$ cat src/core/pam_pkg.sv
// constants for the power and audio message handler
package pam_pkg;
  // frame lengths and message identifiers
  localparam logic [15:0] LEN_SHORT = 16'h0004;
  localparam logic [15:0] LEN_RESULT = 16'h0006;
  localparam logic [15:0] LEN_CONFIG = 16'h000C;
  localparam logic [15:0] ID_STBY_REQ = 16'h0064;
  localparam logic [15:0] ID_STBY_RSP = 16'h0065;
  localparam logic [15:0] ID_STBY_EXIT = 16'h0066;
  localparam logic [15:0] ID_CFG_REQ = 16'h0008;
  localparam logic [15:0] ID_CFG_RSP = 16'h0009;
  localparam logic [15:0] ID_VOL_REQ = 16'h0010;
  localparam logic [15:0] ID_VOL_RSP = 16'h0011;
  localparam logic [15:0] ID_MUTE_REQ = 16'h000C;
  localparam logic [15:0] ID_MUTE_RSP = 16'h000D;
  localparam logic [15:0] ID_PAUSE_IND = 16'h007C;
  // result codes
  localparam logic [15:0] RES_OK = 16'h0000;
  localparam logic [15:0] ERR_STBY_DENIED = 16'h0001;
  localparam logic [15:0] ERR_BAD_CONTENT = 16'h0002;
  localparam logic [15:0] ERR_VOL_LOCKED = 16'h0003;
  localparam logic [15:0] ERR_GAIN_RANGE = 16'h0004;
  // audio field values
  localparam logic [7:0] GAIN_MAX = 8'h43;
  localparam logic [7:0] GAIN_RESET = 8'h31;
  localparam logic [7:0] RATE_16K = 8'h03;
  localparam logic [7:0] RATE_ANY = 8'h09;
  localparam logic [7:0] RATE_RESET = 8'h09;
  localparam logic [15:0] MUTE_OFF = 16'h0000;
  localparam logic [15:0] MUTE_ON = 16'h0001;
  // payload byte positions
  localparam logic [3:0] POS_LO = 4'h4;
  localparam logic [3:0] POS_HI = 4'h5;
  localparam logic [3:0] POS_RATE = 4'h7;
  localparam int MEM_AW = 4;
  localparam int MEM_DEPTH = 16;
  // register map
  localparam logic [7:0] OFF_CTRL = 8'h00;
  localparam logic [7:0] OFF_STATUS = 8'h04;
  localparam int CTRL_PERMIT_BIT = 0;
  localparam logic CTRL_PERMIT_RESET = 1'b1;
  localparam int STAT_MUTE_BIT = 0;
  localparam int STAT_LOCK_BIT = 1;
  localparam int STAT_STBY_BIT = 2;
  localparam int STAT_PAUSE_BIT = 3;
  localparam int STAT_STOP_BIT = 4;
  // wake time: longest allowed, rounded down to cycles
  localparam int CLK_PERIOD_NS = 10;
  localparam int WAKE_MAX_MS = 120;
  localparam int WAKE_CYCLES_DEF = WAKE_MAX_MS * 1000000 / CLK_PERIOD_NS;
  typedef enum logic [6:0] {
    ST_RX = 7'h01,
    ST_FETCH = 7'h02,
    ST_EXEC = 7'h04,
    ST_TX = 7'h08,
    ST_ARM = 7'h10,
    ST_SLEEP = 7'h20,
    ST_WAKE = 7'h40
  } pam_state_t;
endpackage

$ cat src/core/pam_mem_if.sv
// handler to frame memory carrier
`timescale 1ns/10ps
`default_nettype none
interface pam_mem_if;
  logic wrEn;
  logic [pam_pkg::MEM_AW-1:0] wrAddr;
  logic [7:0] wrData;
  logic [pam_pkg::MEM_AW-1:0] rdAddr;
  logic [7:0] rdData;
  modport ctrl (output wrEn, wrAddr, wrData, rdAddr, input rdData);
  modport mem (input wrEn, wrAddr, wrData, rdAddr, output rdData);
endinterface
`default_nettype wire

$ cat src/core/pam_frame_mem.sv
// byte memory holding one received request frame
`timescale 1ns/10ps
`default_nettype none
module pam_frame_mem (
  input wire logic clock,
  input wire logic ce,
  pam_mem_if.mem port
);
  logic [7:0] store [pam_pkg::MEM_DEPTH];

  always_ff @(posedge clock) begin
    if (ce && port.wrEn) begin
      store[port.wrAddr] <= port.wrData;
    end
  end

  always_ff @(posedge clock) begin
    if (ce) begin
      port.rdData <= store[port.rdAddr];
    end
  end
endmodule // pam_frame_mem
`default_nettype wire

$ cat src/core/pam_msg_handler.sv
// power management and audio control message handler
// Contract
// (RULE_01) standby request: length 4, id 0x0064
// (RULE_02) standby response: id 0x0065, result
// (RULE_03) send good response before entering standby
// (RULE_04) denied standby: error code, stay normal
// (RULE_05) after wake send exit indication 0x0066
// (RULE_06) config request: 12 bytes, gain, rate
// (RULE_07) gain code 0x01..0x43 maps -48..+18 dB
// (RULE_08) gain above 0x43 mutes, locks volume
// (RULE_09) volume request adds signed offset to gain
// (RULE_10) out of range volume mutes and locks
// (RULE_11) host tracks volume, no readback exists
// (RULE_12) volume response id 0x0011 with result
// (RULE_13) config response id 0x0009 with result
// (RULE_14) mute request: 0 off, 1 on
// (RULE_15) stop requests release digital mute
// (RULE_16) no volume request during transfer stages
// (RULE_17) no mute request during transfer stages
// (RULE_18) change volume between decode and ready
// (RULE_19) pause indication on pause, end, underrun
// (RULE_20) pause waits for stop response
// (RULE_21) host configures audio before output starts
// (RULE_22) host drives exit pin for standby
// (RULE_23) wake within 120 ms, raise message ready
// (RULE_24) pause indication: length 4, id 0x007C
// (RULE_25) one matching response per accepted request
`timescale 1ns/10ps
`default_nettype none
module pam_msg_handler #(
  parameter int WAKE_CYCLES = pam_pkg::WAKE_CYCLES_DEF
) (
  input wire logic clock,
  input wire logic nrst,
  input wire logic ce,
  input wire logic hsel,
  input wire logic [31:0] haddr,
  input wire logic [1:0] htrans,
  input wire logic hwrite,
  input wire logic [2:0] hsize,
  input wire logic [31:0] hwdata,
  input wire logic hready,
  output logic hreadyout,
  output logic hresp,
  output logic [31:0] hrdata,
  input wire logic rxValid,
  input wire logic [7:0] rxData,
  output logic rxReady,
  output logic txValid,
  output logic [7:0] txData,
  input wire logic txReady,
  input wire logic standbyExitPin,
  output logic messageReadyPin,
  output logic standbyReq,
  input wire logic pauseCmdEvt,
  input wire logic playEndEvt,
  input wire logic underrunEvt,
  input wire logic decStopReq,
  input wire logic seqStopReq,
  input wire logic decStopRespSent,
  output logic [7:0] gainCode,
  output logic [7:0] sampleRate,
  output logic audioMute
);
  pam_pkg::pam_state_t state_reg;
  pam_mem_if memBus ();
  logic [1:0] pinSync_reg;
  logic pinHigh;
  logic [15:0] byteCnt_reg;
  logic [15:0] len_reg;
  logic [15:0] id_reg;
  logic [1:0] fetchCnt_reg;
  logic [7:0] b4_reg;
  logic [7:0] b5_reg;
  logic [7:0] b7_reg;
  logic [15:0] txLen_reg;
  logic [15:0] txId_reg;
  logic [15:0] txRes_reg;
  logic [15:0] txIdx_reg;
  logic [7:0] txData_reg;
  logic arm_reg;
  logic [23:0] wakeCnt_reg;
  logic msgReady_reg;
  logic standby_reg;
  logic exitPend_reg;
  logic pausePend_reg;
  logic stopPend_reg;
  logic [7:0] gain_reg;
  logic [7:0] rate_reg;
  logic lock_reg;
  logic muteOn_reg;
  logic muteOut_reg;
  logic permit_reg;
  logic permitNext;
  logic wrPend_reg;
  logic [7:0] addrQ_reg;
  logic [31:0] hrdata_reg;
  logic rxTake;
  logic rxLast;
  logic pauseGo;
  logic indStart;
  logic txDone;
  logic busRead;
  // decode results of one request
  logic rspValid;
  logic [15:0] rspId;
  logic [15:0] rspRes;
  logic gainWr;
  logic [7:0] gainNew;
  logic rateWr;
  logic lockSet;
  logic lockClr;
  logic muteWr;
  logic armNow;
  logic [16:0] volSum;

  function automatic logic [7:0] frameByte(input logic [15:0] idx, input logic [15:0] len,
                                           input logic [15:0] id, input logic [15:0] res);
    logic [7:0] b;
    b = 8'h00;
    case (idx[2:0])
      3'h0: b = len[7:0];
      3'h1: b = len[15:8];
      3'h2: b = id[7:0];
      3'h3: b = id[15:8];
      3'h4: b = res[7:0];
      3'h5: b = res[15:8];
      default: b = 8'h00;
    endcase
    return b;
  endfunction

  pam_frame_mem frameMem (
    .clock(clock),
    .ce(ce),
    .port(memBus.mem)
  );

  // pin is asynchronous
  always_ff @(posedge clock or negedge nrst) begin
    if (!nrst) begin
      pinSync_reg <= 2'h0;
    end else if (ce) begin
      pinSync_reg <= {pinSync_reg[0], standbyExitPin};
    end
  end
  assign pinHigh = pinSync_reg[1];

  // receive path
  assign pauseGo = pausePend_reg && !stopPend_reg && !decStopReq; // RULE_20
  assign indStart = (byteCnt_reg == 16'h0000) && (exitPend_reg || pauseGo);
  assign rxReady = (state_reg == pam_pkg::ST_RX) && !indStart;
  assign rxTake = rxReady && rxValid;
  assign rxLast = (byteCnt_reg >= 16'h0003) && ((byteCnt_reg + 16'h0001) >= len_reg);
  assign memBus.wrEn = rxTake && (byteCnt_reg < 16'(pam_pkg::MEM_DEPTH));
  assign memBus.wrAddr = byteCnt_reg[pam_pkg::MEM_AW-1:0];
  assign memBus.wrData = rxData;
  assign memBus.rdAddr = (fetchCnt_reg == 2'h0) ? pam_pkg::POS_LO :
                         (fetchCnt_reg == 2'h1) ? pam_pkg::POS_HI : pam_pkg::POS_RATE;
  assign txValid = (state_reg == pam_pkg::ST_TX);
  assign txData = txData_reg;
  assign txDone = txValid && txReady && ((txIdx_reg + 16'h0001) >= txLen_reg);

  always_ff @(posedge clock or negedge nrst) begin
    if (!nrst) begin
      byteCnt_reg <= 16'h0000;
      len_reg <= 16'h0000;
      id_reg <= 16'h0000;
    end else if (ce && rxTake) begin
      byteCnt_reg <= rxLast ? 16'h0000 : byteCnt_reg + 16'h0001;
      case (byteCnt_reg)
        16'h0000: len_reg[7:0] <= rxData;
        16'h0001: len_reg[15:8] <= rxData;
        16'h0002: id_reg[7:0] <= rxData;
        16'h0003: id_reg[15:8] <= rxData;
        default: ;
      endcase
    end
  end

  always_ff @(posedge clock or negedge nrst) begin
    if (!nrst) begin
      fetchCnt_reg <= 2'h0;
      b4_reg <= 8'h00;
      b5_reg <= 8'h00;
      b7_reg <= 8'h00;
    end else if (ce) begin
      if (state_reg == pam_pkg::ST_FETCH) begin
        fetchCnt_reg <= fetchCnt_reg + 2'h1;
        case (fetchCnt_reg)
          2'h1: b4_reg <= memBus.rdData;
          2'h2: b5_reg <= memBus.rdData;
          2'h3: b7_reg <= memBus.rdData;
          default: ;
        endcase
      end else begin
        fetchCnt_reg <= 2'h0;
      end
    end
  end

  // unknown ids get no response
  always_comb begin
    rspValid = 1'b1;
    rspId = pam_pkg::ID_CFG_RSP;
    rspRes = pam_pkg::RES_OK;
    gainWr = 1'b0;
    gainNew = b5_reg;
    rateWr = 1'b0;
    lockSet = 1'b0;
    lockClr = 1'b0;
    muteWr = 1'b0;
    armNow = 1'b0;
    volSum = 17'({9'h000, gain_reg}) + {b5_reg[7], b5_reg, b4_reg}; // RULE_09
    case (id_reg)
      pam_pkg::ID_STBY_REQ: begin
        rspId = pam_pkg::ID_STBY_RSP; // RULE_02
        // pin must already be low
        if (len_reg == pam_pkg::LEN_SHORT && permit_reg && !pinHigh) begin // RULE_01
          armNow = 1'b1;
        end else begin
          rspRes = pam_pkg::ERR_STBY_DENIED; // RULE_04
        end
      end
      pam_pkg::ID_CFG_REQ: begin
        rspId = pam_pkg::ID_CFG_RSP; // RULE_13
        if (len_reg != pam_pkg::LEN_CONFIG || (b7_reg != pam_pkg::RATE_16K && b7_reg != pam_pkg::RATE_ANY)) begin
          rspRes = pam_pkg::ERR_BAD_CONTENT; // RULE_06
        end else begin
          gainWr = 1'b1;
          rateWr = 1'b1;
          if (b5_reg > pam_pkg::GAIN_MAX) begin
            lockSet = 1'b1; // RULE_08
            rspRes = pam_pkg::ERR_GAIN_RANGE;
          end else begin
            lockClr = 1'b1;
          end
        end
      end
      pam_pkg::ID_VOL_REQ: begin
        rspId = pam_pkg::ID_VOL_RSP; // RULE_12
        gainNew = volSum[7:0];
        if (len_reg != pam_pkg::LEN_RESULT) begin
          rspRes = pam_pkg::ERR_BAD_CONTENT;
        end else if (lock_reg) begin
          rspRes = pam_pkg::ERR_VOL_LOCKED; // RULE_08
        end else if (volSum[16] || volSum[15:0] > 16'(pam_pkg::GAIN_MAX)) begin
          lockSet = 1'b1; // RULE_10
          rspRes = pam_pkg::ERR_GAIN_RANGE;
        end else begin
          gainWr = 1'b1;
        end
      end
      pam_pkg::ID_MUTE_REQ: begin
        rspId = pam_pkg::ID_MUTE_RSP;
        if (len_reg == pam_pkg::LEN_RESULT &&
            ({b5_reg, b4_reg} == pam_pkg::MUTE_OFF || {b5_reg, b4_reg} == pam_pkg::MUTE_ON)) begin
          muteWr = 1'b1; // RULE_14
        end else begin
          rspRes = pam_pkg::ERR_BAD_CONTENT;
        end
      end
      default: rspValid = 1'b0;
    endcase
  end

  // main sequence
  always_ff @(posedge clock or negedge nrst) begin
    if (!nrst) begin
      state_reg <= pam_pkg::ST_RX;
      arm_reg <= 1'b0;
      wakeCnt_reg <= 24'h00_0000;
    end else if (ce) begin
      case (state_reg)
        pam_pkg::ST_RX: begin
          if (indStart) begin
            state_reg <= pam_pkg::ST_TX;
          end else if (rxTake && rxLast) begin
            state_reg <= pam_pkg::ST_FETCH;
          end
        end
        pam_pkg::ST_FETCH: begin
          if (fetchCnt_reg == 2'h3) begin
            state_reg <= pam_pkg::ST_EXEC;
          end
        end
        pam_pkg::ST_EXEC: begin
          arm_reg <= armNow;
          state_reg <= rspValid ? pam_pkg::ST_TX : pam_pkg::ST_RX; // RULE_25
        end
        pam_pkg::ST_TX: begin
          if (txDone) begin
            arm_reg <= 1'b0;
            state_reg <= arm_reg ? pam_pkg::ST_ARM : pam_pkg::ST_RX; // RULE_03
          end
        end
        pam_pkg::ST_ARM: begin
          if (pinHigh) begin
            state_reg <= pam_pkg::ST_SLEEP; // RULE_22
          end
        end
        pam_pkg::ST_SLEEP: begin
          wakeCnt_reg <= 24'h00_0000;
          if (!pinHigh) begin
            state_reg <= pam_pkg::ST_WAKE;
          end
        end
        pam_pkg::ST_WAKE: begin
          wakeCnt_reg <= wakeCnt_reg + 24'h00_0001;
          if (wakeCnt_reg >= 24'(WAKE_CYCLES - 1)) begin
            state_reg <= pam_pkg::ST_RX; // RULE_23
          end
        end
        default: state_reg <= pam_pkg::ST_RX;
      endcase
    end
  end

  // transmit frame loading and stepping
  always_ff @(posedge clock or negedge nrst) begin
    if (!nrst) begin
      txLen_reg <= pam_pkg::LEN_SHORT;
      txId_reg <= 16'h0000;
      txRes_reg <= pam_pkg::RES_OK;
      txIdx_reg <= 16'h0000;
      txData_reg <= 8'h00;
    end else if (ce) begin
      txIdx_reg <= 16'h0000;
      if (state_reg == pam_pkg::ST_RX && indStart) begin
        // exit indication ahead of a pending pause
        txLen_reg <= pam_pkg::LEN_SHORT;
        txId_reg <= exitPend_reg ? pam_pkg::ID_STBY_EXIT : pam_pkg::ID_PAUSE_IND; // RULE_05 RULE_24
        txData_reg <= frameByte(16'h0000, pam_pkg::LEN_SHORT, 16'h0000, 16'h0000);
      end else if (state_reg == pam_pkg::ST_EXEC) begin
        txLen_reg <= pam_pkg::LEN_RESULT;
        txId_reg <= rspId;
        txRes_reg <= rspRes;
        txData_reg <= frameByte(16'h0000, pam_pkg::LEN_RESULT, 16'h0000, 16'h0000);
      end else if (state_reg == pam_pkg::ST_TX) begin
        txIdx_reg <= txIdx_reg;
        if (txValid && txReady) begin
          txIdx_reg <= txIdx_reg + 16'h0001;
          txData_reg <= frameByte(txIdx_reg + 16'h0001, txLen_reg, txId_reg, txRes_reg);
        end
      end
    end
  end

  // standby and message ready pin
  always_ff @(posedge clock or negedge nrst) begin
    if (!nrst) begin
      standby_reg <= 1'b0;
      msgReady_reg <= 1'b1;
      exitPend_reg <= 1'b0;
    end else if (ce) begin
      if (state_reg == pam_pkg::ST_ARM && pinHigh) begin
        standby_reg <= 1'b1;
        msgReady_reg <= 1'b0;
      end else if (state_reg == pam_pkg::ST_WAKE && wakeCnt_reg >= 24'(WAKE_CYCLES - 1)) begin
        standby_reg <= 1'b0;
        msgReady_reg <= 1'b1; // RULE_23
        exitPend_reg <= 1'b1; // RULE_05
      end else if (state_reg == pam_pkg::ST_RX && indStart && exitPend_reg) begin
        exitPend_reg <= 1'b0;
      end
    end
  end

  // stop ordering; set wins over clear
  always_ff @(posedge clock or negedge nrst) begin
    if (!nrst) begin
      pausePend_reg <= 1'b0;
      stopPend_reg <= 1'b0;
    end else if (ce) begin
      if (pauseCmdEvt || playEndEvt || underrunEvt) begin
        pausePend_reg <= 1'b1; // RULE_19
      end else if (state_reg == pam_pkg::ST_RX && indStart && !exitPend_reg) begin
        pausePend_reg <= 1'b0;
      end
      if (decStopReq) begin
        stopPend_reg <= 1'b1; // RULE_20
      end else if (decStopRespSent) begin
        stopPend_reg <= 1'b0;
      end
    end
  end

  // gain code is the dB step index
  always_ff @(posedge clock or negedge nrst) begin
    if (!nrst) begin
      gain_reg <= pam_pkg::GAIN_RESET;
      rate_reg <= pam_pkg::RATE_RESET;
      lock_reg <= 1'b0;
      muteOn_reg <= 1'b0;
      muteOut_reg <= 1'b0;
    end else if (ce) begin
      if (state_reg == pam_pkg::ST_EXEC) begin
        if (gainWr) begin
          gain_reg <= gainNew; // RULE_07
        end
        if (rateWr) begin
          rate_reg <= b7_reg;
        end
        if (lockSet) begin
          lock_reg <= 1'b1;
        end else if (lockClr) begin
          lock_reg <= 1'b0;
        end
      end
      if (decStopReq || seqStopReq) begin
        muteOn_reg <= 1'b0; // RULE_15
      end else if (state_reg == pam_pkg::ST_EXEC && muteWr) begin
        muteOn_reg <= b4_reg[0];
      end
      // locked or zero gain plays silence, not a stale level
      muteOut_reg <= muteOn_reg || lock_reg || gain_reg == 8'h00 || standby_reg; // RULE_08
    end
  end

  assign gainCode = gain_reg;
  assign sampleRate = rate_reg;
  assign audioMute = muteOut_reg;
  assign standbyReq = standby_reg;
  assign messageReadyPin = msgReady_reg;

  // bus slave, zero wait states
  assign busRead = hsel && htrans[1] && !hwrite && hready;
  assign permitNext = (wrPend_reg && addrQ_reg == pam_pkg::OFF_CTRL) ? hwdata[pam_pkg::CTRL_PERMIT_BIT] : permit_reg;

  always_ff @(posedge clock or negedge nrst) begin
    if (!nrst) begin
      wrPend_reg <= 1'b0;
      addrQ_reg <= 8'h00;
      hrdata_reg <= 32'h0000_0000;
      permit_reg <= pam_pkg::CTRL_PERMIT_RESET;
    end else if (ce) begin
      permit_reg <= permitNext;
      if (hready) begin
        wrPend_reg <= hsel && htrans[1] && hwrite;
        addrQ_reg <= haddr[7:0];
      end
      hrdata_reg <= 32'h0000_0000;
      if (busRead && haddr[7:0] == pam_pkg::OFF_CTRL) begin
        hrdata_reg[pam_pkg::CTRL_PERMIT_BIT] <= permitNext;
      end else if (busRead && haddr[7:0] == pam_pkg::OFF_STATUS) begin
        // gain is deliberately not readable here
        hrdata_reg[pam_pkg::STAT_MUTE_BIT] <= muteOut_reg;
        hrdata_reg[pam_pkg::STAT_LOCK_BIT] <= lock_reg;
        hrdata_reg[pam_pkg::STAT_STBY_BIT] <= standby_reg;
        hrdata_reg[pam_pkg::STAT_PAUSE_BIT] <= pausePend_reg;
        hrdata_reg[pam_pkg::STAT_STOP_BIT] <= stopPend_reg;
      end
    end
  end

  assign hrdata = hrdata_reg;
  assign hreadyout = 1'b1;
  assign hresp = 1'b0;
endmodule // pam_msg_handler
`default_nettype wire

$ cat config.mk
export PLATFORM = sky130hd
export DESIGN_NAME = pam_msg_handler
export DESIGN_NICKNAME = d
export VERILOG_FILES = /design/src/core/pam_pkg.sv /design/src/core/pam_mem_if.sv /design/src/core/pam_frame_mem.sv /design/src/core/pam_msg_handler.sv
export SDC_FILE = /design/constraint.sdc
export NUM_CORES = 1
export LEC_CHECK = 0
export BUFFER_PORTS_ARGS = -buffer_cell sky130_fd_sc_hd__buf_2
export CORE_ASPECT_RATIO = 0.8
export CORE_MARGIN = 2
export CORE_UTILIZATION = 50
export CTS_CLUSTER_SIZE = 30
export DETAILED_ROUTE_END_ITERATION = 8
export PLACE_DENSITY = 0.69
export SYNTH_ARGS = -nofsm -noshare
export SYNTH_HDL_FRONTEND = slang
export SYNTH_SLANG_ARGS = --single-unit
$ cat constraint.sdc
create_clock -name clock -period 9.9 [get_ports clock]
set_input_delay 0.99 -clock clock [delete_from_list [all_inputs] [get_ports clock]]
set_output_delay 0.99 -clock clock [all_outputs]
set_load 0.01 [all_outputs]
# After elaboration in Yosys (flattened, before gate mapping)
# Memories as Yosys holds them, arrays and structs flattened. A register that Yosys moved wholly into a read port is not among the register bits.
# Index checks and enable logic that the tools add are counted.
# totals
register_bits,219
latch_bits,0
mem_bits_rw,128
rom_bits,0
inputBits,92
output_inout_bits,63
n_memories,1
# mem_list
name,depth,width,rd,rd_clocked_by_memory_dff,write_ports,line,text
frameMem.store,16,8,1,1,1,pam_frame_mem.sv:9,logic [7:0] store [pam_pkg::MEM_DEPTH];
# classes
n_addsub,5
mul,0
n_div,0
n_lt_le_gt_ge,7
eq_ne,37
shifts,0
mux,81
bitwise_logic,2
n_reduce_logical,87
# ops
cell,n
$mux 16,9
$mux 7,7
$pmux 7 s7,1
$pmux 24 s2,1
$pmux 8 s6,1
$mux 8,5
$mux 1,38
$add 16x1->16 const B,2
$eq 16x1->1 const B,2
$eq 16x2->1 const B,2
$eq 16x3->1 const B,2
$eq 16x4->1 const B,2
$ge 16x16->1,2
$logic_not 16->1,2
$reduce_and 3->1,10
$logic_and 1x1->1,29
$add 24x1->24 const B,1
$ge 24x24->1 const B,1
$logic_not 8->1,3
$reduce_and 2->1,12
$pmux 7 s3,1
$reduce_bool 2->1,9
$add 9x16->17,1
$eq 16x5->1 const B,1
other kinds (41),75

# Depth between registers and ports, before layout
# Gate-level depths: netlist of the first run.
# depth
ltp_word,12
mapped_depth,16
depth_no_buf,15

# Hierarchy
# A second synthesis of the first run with hierarchy kept.
# unflattened
cells_unflattened,1268
area_unflattened_um2,15372.2
# by_module_without_submodules
module,instances,cells_per_inst,area_per_inst_um2,seq_area_each_um2
pam_msg_handler,1,1038,10139.7,4464.3
pam_frame_mem,1,230,5232.5,4083.9

# Least setup slack after synthesis of the first run
# No wires, ideal clock.
# synth_path
kind,register to register
from,register byteCnt_reg[0]
to,register state_reg[2]
setup_ns,0.125
arrival_time_ns,3.552
t_required_ns,9.775
slack_ns,6.223
path_stages_with_launch,16
n_path_buf,1
synth_period_minus_slack_ns,3.677
path_cell_list,dfrtp_1 -> ha_1 -> clkbuf_1 -> nand3_1 -> nor2_1 -> nand3_1 -> nor3_1 -> xor2_1 -> ha_1 -> nand4_1 -> a211oi_1 -> o21ai_0 -> a2bb2oi_1 -> nand2_1 -> a21oi_2 -> mux2_2
# synth_between
elab_chain_cells,8
word_cells_on_any_way,14
classes_between,1 x add/sub; 2 x order compare; 1 x eq/ne; 2 x mux; 8 x reduce/logical
# synth_rtl
element,line,text
from (decl),pam_msg_handler.sv:69,logic [15:0] byteCnt_reg;
from (signal assigned),pam_msg_handler.sv:170,byteCnt_reg <= rxLast ? 16'h0000 : byteCnt_reg + 16'h0001;
branches (longest 8 deep; another with $add 16x1->16),-,
to (signal assigned),pam_msg_handler.sv:277,state_reg <= pam_pkg::ST_TX;
to (signal assigned),pam_msg_handler.sv:279,state_reg <= pam_pkg::ST_FETCH;
to (signal assigned),pam_msg_handler.sv:284,state_reg <= pam_pkg::ST_EXEC;
to (decl),pam_msg_handler.sv:65,pam_pkg::pam_state_t state_reg;
# Several ways; the timed one is not identified.
# A chain may end at the register's enable or synchronous reset.

# Worst setup path in the final report of the first run
# layout_path
from,register byteCnt_reg[0]
to,register state_reg[3]
# Same word-level chain as after synthesis.

==> run_results.csv, run 1 <==
group,metric,value,unit
die,die_area,23800,µm²
final_layout,final_layout_size_suffix_gt1_frac,0.181,
place,dp_hpwl,17100,µm
die,fp.dieH,138,µm
run,drv.max_cap_violation_count,0,
synth,synth_cell_type_count,83,
worst_hold_path,hp-class,"reg2reg",
route,vias,8258,
synth,ys_warn_count,0,
route,route.detailed.wl_per_inst,16.4,µm
die,initial_core_utilization,0.506,
cts,worst_skew_pair.late_latency,510,ps
timing,slew_violations,0,
global_route,via_count_of_the_first_global_routing_pass,7733,
global_route,grt_util_all_layers,0.206,
route,antenna_violating_nets_post_route,0,
timing,worst_slack,5310,ps
timing,pin_slew_with_the_least_headroom_to_its_limit,1130,ps
place,dpl_worst_slack,5440,ps
cts,cts.path.max_buffers,3,
critical_path,worstPathArrival,4980,ps
status,status,"finished, final reports clean",
final_layout,insertedDiodeCount,0,
pwr,leakage,5.75,nW
global_route,grt_start_max_net_pins,107,
global_route,use_met2,0.303,
place,place.port_buffers,65,
route,route.detailed.drc,0,
die,placeableCoreArea,22300,µm²
cts,cts_tree,"done",
timing,tns,0,ps
timing,finalHoldWorstSlack,452,ps
global_route,grt-ovfl-total,0,
cts,clk_sink_count,210,
die,dieWidth,172,µm
synth,netlist_area,11300,µm²
critical_path,crit_type,"reg2reg",
final_layout,fillCellCount,1988,
timing,final-hold-violation-count,0,
synth,syn_inst,1111,
cts,post_cts.resized_instances,0,
pwr,p_per_area,221,nW/µm²
place,gp_routability_congestion,0.842,
timing,finClkSkew,12.4,ps
cts,cts_max_level,1,
die,ioPinCount,155,
critical_path,critPathCaptureType,"register",
timing,maxSlewHeadroom,0.245,
synth,synth_enable_flop_cells,32,
synth,synth_async_sr_flop_share,0.848,
global_route,grt_pass1_wl,40000,µm
timing,fmax,218,MHz
die,floorplan.rows,49,
route,detail_route.first_pass.iterations,5,
timing,final_min_period_over_clock_period,0.464,
timing,rsz_0062_raised_after_global_routing,"false",
critical_path,required,10290,ps
cts,clock_tree.root_cell,"sky130_fd_sc_hd__clkbuf_16",
route,post_drt_via_cell_ratio,5.58,
cts,cts_hold_buffers,0,
synth,dominantRegCellSynth,"sky130_fd_sc_hd__dfrtp_1",
critical_path,start_kind,"register",
timing,setup-violations-final,0,
final_layout,area.growth.synth_to_final,10.7,%
synth,synth-seq-cells,210,
global_route,grt.met1_usage,0.324,
pwr,total_power,2.76,mW
timing,period_minus_slack,4590,ps
cts,clk_pin_slew_worst_paths,60,ps
final_layout,fin_nets,1287,
route,drtIter0Drc,591,
cts,cts_buffers,23,
final_layout,finish.utilization,0.561,
synth,synth_area_per_cell,10.2,µm²
pwr,vdd_ir_drop_max,0.172,mV
global_route,global_route_met3_utilization,0.0318,
critical_path,worst-path-max-fanout,9,
route,routed_wirelength,24200,µm
cts,post-cts-setup-buffer-count,0,
global_route,antenna_found_initial,0,
synth,ys_seq_area_frac,0.480,
global_route,globalRoute.busiestLayer,"met1",
-- report_power, final --
group	leakage [nW]	total (mW)	internal, mW	switching (mW)
Combinational	2.73	0.752	0.327	0.425
Clock	0.376	0.863	0.519	0.343
Sequential	2.65	1.15	1.01	0.135
Total	5.75	2.76	1.86	0.903
-- cells by family after synthesis --
family	after synthesis	synth area share
other	2	0.000665
adders and majority gates	38	0.0427
and+or+nand+nor	380	0.173
AOI/OAI and AO/OA	214	0.124
muxes	92	0.0901
xor gates and xnor gates	47	0.0364
DFF	210	0.480
buffers and inverters	128	0.0536
-- cell usage after synthesis (4+ instances only) --
| cell | instances | area [µm²] |
|---|---|---|
| sky130_fd_sc_hd__clkbuf_1 | 37 | 139 |
| sky130_fd_sc_hd__mux2_2 | 77 | 867 |
| sky130_fd_sc_hd__nor2b_1 | 7 | 43.8 |
| sky130_fd_sc_hd__ha_1 | 37 | 463 |
| sky130_fd_sc_hd__and2_1 | 10 | 62.6 |
| sky130_fd_sc_hd__nand4_1 | 13 | 81.3 |
| sky130_fd_sc_hd__o22ai_1 | 5 | 31.3 |
| sky130_fd_sc_hd__a22o_1 | 15 | 131 |
| sky130_fd_sc_hd__a21o_1 | 9 | 67.6 |
| sky130_fd_sc_hd__a21oi_1 | 35 | 175 |
| sky130_fd_sc_hd__and3_1 | 13 | 81.3 |
| sky130_fd_sc_hd__buf_4 | 31 | 233 |
| sky130_fd_sc_hd__dfrtp_1 | 170 | 4250 |
| sky130_fd_sc_hd__a22oi_1 | 4 | 30.0 |
| sky130_fd_sc_hd__xor2_1 | 28 | 245 |
| sky130_fd_sc_hd__inv_1 | 51 | 191 |
| sky130_fd_sc_hd__nand2_1 | 97 | 364 |
| sky130_fd_sc_hd__or4_1 | 6 | 45.0 |
| sky130_fd_sc_hd__o211ai_1 | 8 | 60.1 |
| sky130_fd_sc_hd__xnor2_1 | 19 | 166 |
| sky130_fd_sc_hd__and4_1 | 4 | 35.0 |
| sky130_fd_sc_hd__or3_1 | 8 | 50.1 |
| sky130_fd_sc_hd__nor2_1 | 83 | 312 |
| sky130_fd_sc_hd__nand2b_1 | 14 | 87.6 |
| sky130_fd_sc_hd__edfxtp_1 | 32 | 961 |
| sky130_fd_sc_hd__nor4_1 | 23 | 144 |
| sky130_fd_sc_hd__o22a_1 | 4 | 35.0 |
| sky130_fd_sc_hd__dfstp_2 | 8 | 210 |
| sky130_fd_sc_hd__a31oi_1 | 7 | 43.8 |
| sky130_fd_sc_hd__mux2i_1 | 14 | 140 |
| sky130_fd_sc_hd__nor3_1 | 21 | 105 |
| sky130_fd_sc_hd__buf_2 | 6 | 30.0 |
| sky130_fd_sc_hd__nand3_1 | 56 | 280 |
| sky130_fd_sc_hd__o21ai_0 | 73 | 365 |
| sky130_fd_sc_hd__a211oi_1 | 8 | 60.1 |
| sky130_fd_sc_hd__nand2_4 | 4 | 45.0 |
| sky130_fd_sc_hd__o31ai_1 | 7 | 52.6 |
-- worst max-delay path: stages (launching register included) --
cell	delay, ps
sky130_fd_sc_hd__dfrtp_1	500
sky130_fd_sc_hd__ha_1	410
sky130_fd_sc_hd__nand3_1	200
sky130_fd_sc_hd__nor2_1	290
sky130_fd_sc_hd__nand3_1	260
sky130_fd_sc_hd__nor3_1	230
sky130_fd_sc_hd__xor2_1	130
sky130_fd_sc_hd__ha_1	290
sky130_fd_sc_hd__nand4_1	110
sky130_fd_sc_hd__a211oi_1	240
sky130_fd_sc_hd__o21ai_0	170
sky130_fd_sc_hd__a2bb2oi_1	680
sky130_fd_sc_hd__nand2_1	150
sky130_fd_sc_hd__a21oi_2	420
sky130_fd_sc_hd__mux2_2	380
-- cells in the final DEF, fill, tap and decap left out, types with 6 or more instances in the layout --
cell type                     n
sky130_fd_sc_hd__dfrtp_1    170
sky130_fd_sc_hd__nand2_1     97
sky130_fd_sc_hd__nor2_1      83
sky130_fd_sc_hd__mux2_2      77
sky130_fd_sc_hd__o21ai_0     72
sky130_fd_sc_hd__buf_2       64
sky130_fd_sc_hd__nand3_1     56
sky130_fd_sc_hd__inv_1       51
sky130_fd_sc_hd__ha_1        37
sky130_fd_sc_hd__a21oi_1     35
sky130_fd_sc_hd__edfxtp_1    32
sky130_fd_sc_hd__conb_1      30
sky130_fd_sc_hd__xor2_1      28
sky130_fd_sc_hd__clkbuf_16   25
sky130_fd_sc_hd__nor4_1      23
sky130_fd_sc_hd__nor3_1      21
sky130_fd_sc_hd__xnor2_1     19
sky130_fd_sc_hd__a22o_1      15
sky130_fd_sc_hd__mux2i_1     14
sky130_fd_sc_hd__nand2b_1    14
sky130_fd_sc_hd__and3_1      13
sky130_fd_sc_hd__nand4_1     13
sky130_fd_sc_hd__and2_1      10
sky130_fd_sc_hd__a21o_1       9
sky130_fd_sc_hd__or3_1        8
sky130_fd_sc_hd__a211oi_1     8
sky130_fd_sc_hd__o211ai_1     8
sky130_fd_sc_hd__dfstp_2      8
sky130_fd_sc_hd__nor2b_1      7
sky130_fd_sc_hd__o31ai_1      7
sky130_fd_sc_hd__a31oi_1      7
sky130_fd_sc_hd__or4_1        6
-- final timing paths --
| kind | from | endpoint | slack [ps] | cells past startpoint |
|---|---|---|---|---|
| min reg2reg | sampleRate[3] | sampleRate[3] | 450 | 2 |
| max | byteCnt_reg[0] | state_reg[3] | 5310 | 14 |
| min | sampleRate[3] | sampleRate[3] | 450 | 2 |
| max reg2reg | byteCnt_reg[0] | state_reg[3] | 5310 | 14 |
| min in group asynchronous | nrst | gainCode[7] | 550 | 1 |
| max in group asynchronous | nrst | state_reg[6] | 7780 | 2 |
-- per-stage QoR --
step / instance area, µm² / cells
after global routing: 12500 / 1480
after CTS: 12500 / 1480
after global placement: 11700 / 1438
after detailed placement: 11700 / 1438
after floorplan: 11400 / 1139
final: 12500 / 1480
-- metal layers --
metal  vias up  part of all wire
met5         -                 0
met4         0             0.013
met3        26             0.046
met2       164              0.44
met1      4043              0.50
li1       4025                 -
-- layout make-up --
cell class | instances | area [µm²] | share of cell area
flip-flops and latches | 210 | 5430 | 0.434
clock inverters | 12 | 116 | 0.00930
well taps | 306 | 383 | 0.0306
multi-input cells | 801 | 5380 | 0.430
repair buffers | 69 | 362 | 0.0289
inverters | 52 | 195 | 0.0156
clock buffers | 30 | 654 | 0.0523
Note: power is estimated with default switching activity, not from simulation.
==> inputs of run 2 (changes only) <==
--- a/config.mk
+++ b/config.mk
@@ -5,6 +5,7 @@
 export SDC_FILE = /design/constraint.sdc
 export NUM_CORES = 1
 export LEC_CHECK = 0
+export ABC_AREA = 1
 export BUFFER_PORTS_ARGS = -buffer_cell sky130_fd_sc_hd__buf_2
 export CORE_ASPECT_RATIO = 0.8
 export CORE_MARGIN = 2
==> constraint.sdc (replaced) <==
create_clock -name clock -period 4.4 [get_ports clock]
set_input_delay 0.44 -clock clock [delete_from_list [all_inputs] [get_ports clock]]
set_output_delay 0.44 -clock clock [all_outputs]
set_load 0.01 [all_outputs]
==> run 2 against run 1 <==
Clock skew shrank 0.54 ps. Cell count grew 27%. Clock power grew 110%. Combinational power grew 130%. Synthesized cell count grew 33%. Worst setup slack lost 4700 ps.
==> run_results.csv, run 2 <==
group,metric,value,unit
synth,synth_largest_area_cell,"sky130_fd_sc_hd__dfrtp_1",
pwr,p_per_area,464,nW/µm²
timing,final-hold-violation-count,0,
pwr,leakage,6.29,nW
global_route,grt-ovfl-total,0,
final_layout,fin_nets,1676,
pwr,swShare,0.359,
die,fp.dieH,141,µm
synth,synth_top_area_share,0.363,
route,post_drt_via_cell_ratio,5.29,
cts,clock_tree.root_cell,"sky130_fd_sc_hd__clkbuf_16",
synth,synth_enable_flop_cells,32,
pwr,clock_power_share,0.297,
die,die_area,24700,µm²
final_layout,insertedDiodeCount,0,
timing,setup-violations-final,0,
worst_hold_path,hp-class,"in2reg",
critical_path,critPathCaptureType,"register",
cts,post_cts.resized_instances,0,
timing,period_minus_slack,3780,ps
route,detail_route.first_pass.iterations,5,
final_layout,final_layout_size_suffix_gt1_frac,0.102,
final_layout,layout.cells.most_common,"sky130_fd_sc_hd__nand2_1",
place,gp_routability_congestion,0.916,
synth,synth_area_per_cell,7.94,µm²
synth,ys_seq_area_frac,0.463,
critical_path,worst-path-max-fanout,7,
route,route.detailed.drc,0,
die,dieWidth,175,µm
critical_path,r2r_cells,20,
synth,synthMostInstantiatedCell,"sky130_fd_sc_hd__nand2_1",
global_route,antenna_found_initial,0,
timing,final_min_period_over_clock_period,0.859,
pwr,p_int,3.86,mW
cts,cts_tree,"done",
synth,netlist_area,11700,µm²
cts,worst_skew_pair.late_latency,510,ps
critical_path,start_of_the_worst_register_to_register_path,"byteCnt_reg[0]",
timing,maxSlewHeadroom,0.402,
critical_path,crit_type,"reg2reg",
die,ioPinCount,155,
global_route,via_count_of_the_first_global_routing_pass,9233,
synth,netlist_top_cells_count,"sky130_fd_sc_hd__nand2_1, sky130_fd_sc_hd__inv_1, sky130_fd_sc_hd__dfrtp_1",
route,route.detailed.wl_per_inst,14.6,µm
global_route,grt_util_all_layers,0.226,
place,instance_area_after_placement,12300,µm²
synth,syn_inst,1475,
cts,clk_pin_slew_worst_paths,60,ps
synth,synth.top_cells.by_area,"sky130_fd_sc_hd__dfrtp_1, sky130_fd_sc_hd__nand2_1, sky130_fd_sc_hd__edfxtp_1",
synth,synth_cell_type_count,51,
critical_path,regToRegEndpoint,"state_reg[1]",
critical_path,worstPathArrival,4180,ps
final_layout,fillCellCount,2162,
die,placeableCoreArea,23200,µm²
final_layout,finish.instance_area,13000,µm²
critical_path,critical_path.startpoint,"byteCnt_reg[0]",
die,initial_core_utilization,0.505,
cts,clk_sink_count,210,
final_layout,most-common-layout-cells,"sky130_fd_sc_hd__nand2_1, sky130_fd_sc_hd__inv_1, sky130_fd_sc_hd__dfrtp_1, sky130_fd_sc_hd__nor2_1, sky130_fd_sc_hd__o21ai_0",
timing,pin_slew_with_the_least_headroom_to_its_limit,894,ps
route,antenna_violating_nets_post_route,0,
timing,rsz_0062_raised_after_global_routing,"false",
timing,fmax,265,MHz
cts,cts_max_level,1,
cts,cts.path.max_buffers,3,
cts,cts_buffers,23,
critical_path,start_kind,"register",
route,drtIter0Drc,770,
pwr,total_power,6.02,mW
pwr,share_comb_of_total_power,0.292,
timing,finClkSkew,11.8,ps
synth,dominantRegCellSynth,"sky130_fd_sc_hd__dfrtp_1",
pwr,power.sequential.fraction,0.411,
critical_path,required,4800,ps
critical_path,worst-r2r-setup-slack,620,ps
global_route,grt_pass1_wl,45900,µm
place,place.port_buffers,65,
pwr,vdd_ir_drop_max,0.282,mV
critical_path,endpoint,"state_reg[1]",
timing,tns,0,ps
global_route,grt_start_max_net_pins,102,
final_layout,area.growth.synth_to_final,10.7,%
route,routed_wirelength,27400,µm
die,floorplan.rows,50,
timing,slew_violations,0,
synth,synth-seq-cells,210,
place,dp_hpwl,20200,µm
pwr,power.switching,2.16,mW
synth,ys_warn_count,0,
synth,synth_async_sr_flop_share,0.848,
run,drv.max_cap_violation_count,0,
status,status,"finished, final reports clean",
route,vias,9916,
-- run 2: worst min path at each step --
stage	startpoint	end	slack [ps]	depth (start not counted)
finish	rxData[6]	frameMem.store[7][6]	160	1
global route	rxData[6]	frameMem.store[7][6]	150	1
CTS	rxData[6]	frameMem.store[7][6]	150	1
detailed placement	hrdata[3]	hrdata[3]	470	2
global placement	pinSync_reg[0]	pinSync_reg[0]	460	2
floorplan	nrst	addrQ_reg[0]	140	0
-- run 2: area by class of cell --
cell class                 instances  area, µm²  area share
clock buffer                      36        664      0.0512
sequential                       210       5430       0.418
clock inverter                     4       25.0     0.00193
multi-input combinational       1025       5260       0.405
timing repair buffer              73        407      0.0314
inverter                         213        800      0.0616
tap                              312        390      0.0301
-- run 2: layer usage --
metal | vias to the layer above | track usage | wire length (µm)
met4 | 0 | 0.0518 | 529
met3 | 38 | 0.0337 | 1530
li1 | 4969 | - | -
met5 | - | 0 | 0
met2 | 270 | 0.343 | 11600
met1 | 4639 | 0.342 | 13700
-- run 2: power by group through the flow --
stage | clock, mW | sequential [mW] | combinational [mW]
final | 1.79 | 2.47 | 1.76
after global placement | 0 | 2.49 | 1.70
after floorplan | 0 | 2.43 | 1.28
after global routing | 1.89 | 2.51 | 2.01
after CTS | 1.82 | 2.47 | 1.75
after detailed placement | 0 | 2.50 | 1.74
-- run 2: worst max-delay path: stages, from the launching register on --
cell,delay (ps)
sky130_fd_sc_hd__dfrtp_1,440
sky130_fd_sc_hd__ha_1,250
sky130_fd_sc_hd__nand2_1,100
sky130_fd_sc_hd__nor2_1,160
sky130_fd_sc_hd__nand3_1,150
sky130_fd_sc_hd__nor2_1,270
sky130_fd_sc_hd__inv_1,90
sky130_fd_sc_hd__nor2_1,160
sky130_fd_sc_hd__nand3_1,110
sky130_fd_sc_hd__xor2_1,180
sky130_fd_sc_hd__inv_1,70
sky130_fd_sc_hd__ha_1,290
sky130_fd_sc_hd__nand4_1,120
sky130_fd_sc_hd__nor3_1,230
sky130_fd_sc_hd__nand3_1,110
sky130_fd_sc_hd__nand3_1,100
sky130_fd_sc_hd__nand2_1,200
sky130_fd_sc_hd__o21ai_1,270
sky130_fd_sc_hd__nand3_2,200
sky130_fd_sc_hd__nand2_1,120
sky130_fd_sc_hd__nand2_1,50
-- run 2: logic make-up (layout without fill, tap and decap cells) --
family                     Yosys count  count (layout)  share of synthesized area
and+or+nand+nor                    718             718                      0.278
buffers and inverters              268             326                     0.0969
AOI/OAI and AO/OA                  218             218                      0.104
DFF                                210             210                      0.463
adders and majority gates           38              38                     0.0412
xor gates and xnor gates            19              19                     0.0142
other                                2              30                   0.000641
muxes                                2               2                    0.00192
-- run 2: repair_timing --
item                                   4_1_cts  5_1_grt
hold buffers                                 1        0
buffers inserted                             0        0
endpoints found under the hold margin        1        0
-- run 2: through the flow --
stage	util	worst slack, ps	hold WS (ps)	std cells
2_1_floorplan	-	1140	144	1503
3_3_place_gp	0.529	798	459	1832
3_5_place_dp	0.529	674	465	1832
4_1_cts	0.559	649	148	1873
5_1_grt	0.559	241	151	1873
6_report	0.559	619	158	1873
==> inputs of run 3 (changes only) <==
--- a/config.mk
+++ b/config.mk
@@ -9,10 +9,10 @@
 export BUFFER_PORTS_ARGS = -buffer_cell sky130_fd_sc_hd__buf_2
 export CORE_ASPECT_RATIO = 0.8
 export CORE_MARGIN = 2
-export CORE_UTILIZATION = 50
+export CORE_UTILIZATION = 45
 export CTS_CLUSTER_SIZE = 30
 export DETAILED_ROUTE_END_ITERATION = 8
-export PLACE_DENSITY = 0.69
+export PLACE_DENSITY = 0.63
 export SYNTH_ARGS = -nofsm -noshare
 export SYNTH_HDL_FRONTEND = slang
 export SYNTH_SLANG_ARGS = --single-unit
==> run 3 against run 2 <==
The run now ends with negative hold slack left. Register-to-register slack worse by 40 ps. Fmax fell by 0.99%. Sequential power about the same. Cell area grew 1.6%. Combinational power hardly changed. Die area grew 11%. Routed wire length increased by 3.0%. Global-route usage down 1.7 points. Clock skew rose by 9.1 ps. Clock power increased by 19%. Critical path depth unchanged.
==> run_results.csv, run 3 (synthesis results as in run 2) <==
group,metric,value,unit
status,status,"complete, but fails checks",
status,violations_in_the_final_reports,"negative hold slack",
cts,post-cts-setup-buffer-count,0,
pwr,leakage,6.38,nW
timing,slew_violations,0,
global_route,grt-ovfl-total,0,
route,routed_wirelength,28200,µm
timing,worst_slack,581,ps
pwr,power.switching,2.24,mW
final_layout,most-common-layout-cells,"sky130_fd_sc_hd__nand2_1, sky130_fd_sc_hd__inv_1, sky130_fd_sc_hd__dfrtp_1, sky130_fd_sc_hd__nor2_1, sky130_fd_sc_hd__o21ai_0",
critical_path,critical_path.startpoint,"byteCnt_reg[0]",
cts,cts_tree,"done",
pwr,clock_power_share,0.333,
critical_path,worstPathArrival,4220,ps
cts,cts.path.max_buffers,3,
cts,clk_sink_count,210,
timing,rsz_0062_raised_after_global_routing,"false",
timing,final_min_period_over_clock_period,0.868,
global_route,use_met2,0.307,
timing,fmax,262,MHz
timing,final-hold-violation-count,22,
pwr,vdd_ir_drop_max,0.337,mV
cts,clk_pin_slew_worst_paths,60,ps
timing,period_minus_slack,3820,ps
critical_path,crit_type,"reg2reg",
route,route.detailed.wl_per_inst,14.7,µm
global_route,grt.met1_usage,0.328,
run,drv.max_cap_violation_count,0,
die,dieWidth,184,µm
critical_path,worst-path-max-fanout,7,
pwr,swShare,0.352,
die,ioPinCount,155,
cts,worst_skew_pair.late_latency,530,ps
route,post_drt_via_cell_ratio,5.17,
critical_path,start_kind,"register",
pwr,p_int,4.14,mW
cts,post_cts.resized_instances,0,
global_route,grt_util_all_layers,0.209,
die,initial_core_utilization,0.460,
critical_path,worst-r2r-setup-slack,580,ps
timing,maxSlewHeadroom,0.390,
critical_path,delay_of_the_slowest_cell_on_the_worst_path,460,ps
route,vias,9900,
global_route,antenna_found_initial,1,
cts,cts_max_level,1,
place,dp_hpwl,20900,µm
timing,tns,0,ps
timing,setup-violations-final,0,
place,gp_routability_congestion,0.931,
cts,clock_tree.root_cell,"sky130_fd_sc_hd__clkbuf_16",
cts,cts_buffers,24,
critical_path,crit_path_top_delay_cell,"sky130_fd_sc_hd__dfrtp_1",
route,drtIter0Drc,714,
critical_path,regToRegEndpoint,"state_reg[3]",
place,place.port_buffers,65,
die,placeableCoreArea,25400,µm²
timing,finalHoldWorstSlack,-41.8,ps
final_layout,area.growth.synth_to_final,12.5,%
route,route.detailed.drc,0,
route,antenna_violating_nets_post_route,0,
final_layout,finish.utilization,0.518,
pwr,p_per_area,484,nW/µm²
final_layout,layout.cells.most_common,"sky130_fd_sc_hd__nand2_1",
critical_path,worst-path-buf-inv,2,
route,detail_route.first_pass.iterations,5,
pwr,share_comb_of_total_power,0.279,
critical_path,r2r_cells,20,
timing,finClkSkew,20.9,ps
pwr,total_power,6.38,mW
die,floorplan.rows,52,
global_route,grt_pass1_wl,46300,µm
global_route,globalRoute.busiestLayer,"met1",
critical_path,start_of_the_worst_register_to_register_path,"byteCnt_reg[0]",
final_layout,fin_nets,1676,
timing,pin_slew_with_the_least_headroom_to_its_limit,907,ps
pwr,power.sequential.fraction,0.388,
final_layout,final_layout_size_suffix_gt1_frac,0.109,
global_route,global_route_met3_utilization,0.0296,
worst_hold_path,hp-class,"in2async",
cts,cts_hold_buffers,0,
critical_path,crit_family,"simple AND/OR/NAND/NOR gates",
die,die_area,27300,µm²
critical_path,critPathCaptureType,"register",
global_route,grt_start_max_net_pins,91,
die,fp.dieH,148,µm
place,dpl_worst_slack,620,ps
critical_path,timing.critical_path.cells,"ha_1 -> nand2_1 -> nor2_1 -> nand3_1 -> nor2_1 -> inv_1 -> nor2_1 -> nand3_1 -> xor2_1 -> inv_1 -> ha_1 -> nand4_1 -> nor3_1 -> nand3_1 -> nand3_1 -> nand2_1 -> o21ai_1 -> nand3_2 -> nand2_1 -> nand2_1",
global_route,via_count_of_the_first_global_routing_pass,9095,
critical_path,required,4800,ps
-- run 3: changes by cell type in the layout (fill, tap and decap cells not counted), sizes merged --
| cell | change |
|---|---|
| buf | -1 |
| bufinv | +4 |
| clkbuf | -5 |
| clkinv | +4 |
| diode | +1 |
| dlygate4sd3 | -1 |
| inv | +2 |
-- run 3: metal layers --
layer	up-vias	share of wire
li1	4961	-
met4	0	0.015
met1	4665	0.52
met3	32	0.052
met5	-	0
met2	242	0.42
-- run 3: how the worst max path moves through the flow --
stage                         endpoint  slack, ps  depth (start not counted)
after global placement    state_reg[3]        800                         20
after floorplan           state_reg[5]       1140                         20
after CTS                 state_reg[6]        590                         20
after detailed placement  state_reg[3]        620                         20
final                     state_reg[3]        580                         20
after global routing      state_reg[5]         40                         20
-- run 3: worst reg2reg max path: stages (launching register included) --
cell	delay [ps]
sky130_fd_sc_hd__dfrtp_1	460
sky130_fd_sc_hd__ha_1	260
sky130_fd_sc_hd__nand2_1	90
sky130_fd_sc_hd__nor2_1	160
sky130_fd_sc_hd__nand3_1	150
sky130_fd_sc_hd__nor2_1	230
sky130_fd_sc_hd__inv_1	90
sky130_fd_sc_hd__nor2_1	160
sky130_fd_sc_hd__nand3_1	120
sky130_fd_sc_hd__xor2_1	220
sky130_fd_sc_hd__inv_1	80
sky130_fd_sc_hd__ha_1	290
sky130_fd_sc_hd__nand4_1	110
sky130_fd_sc_hd__nor3_1	240
sky130_fd_sc_hd__nand3_1	110
sky130_fd_sc_hd__nand3_1	100
sky130_fd_sc_hd__nand2_1	200
sky130_fd_sc_hd__o21ai_1	260
sky130_fd_sc_hd__nand3_2	200
sky130_fd_sc_hd__nand2_1	110
sky130_fd_sc_hd__nand2_1	50
-- run 3: final cells by class --
class	instances	area [µm²]
fillers	2408	12300
flip-flops and latches	210	5430
multi-input cells	1025	5260
inverters	213	800
clock buffers	30	663
well taps	351	439
repair buffers	72	399
clock inverters	14	195
diodes	1	2.50
-- run 3: stage by stage --
stage / area, µm² / cells
finish: 13200 / 1916
detailed placement: 12300 / 1871
global route: 13200 / 1915
CTS: 13200 / 1915
global placement: 12300 / 1871
floorplan: 11800 / 1503
-- run 3: power groups by stage --
stage | combinational, mW | sequential [mW] | clock (mW)
3_5_place_dp | 1.77 | 2.50 | 0
6_report | 1.78 | 2.47 | 2.13
3_3_place_gp | 1.72 | 2.49 | 0
2_1_floorplan | 1.28 | 2.43 | 0
4_1_cts | 1.78 | 2.47 | 2.18
5_1_grt | 2.05 | 2.51 | 2.26
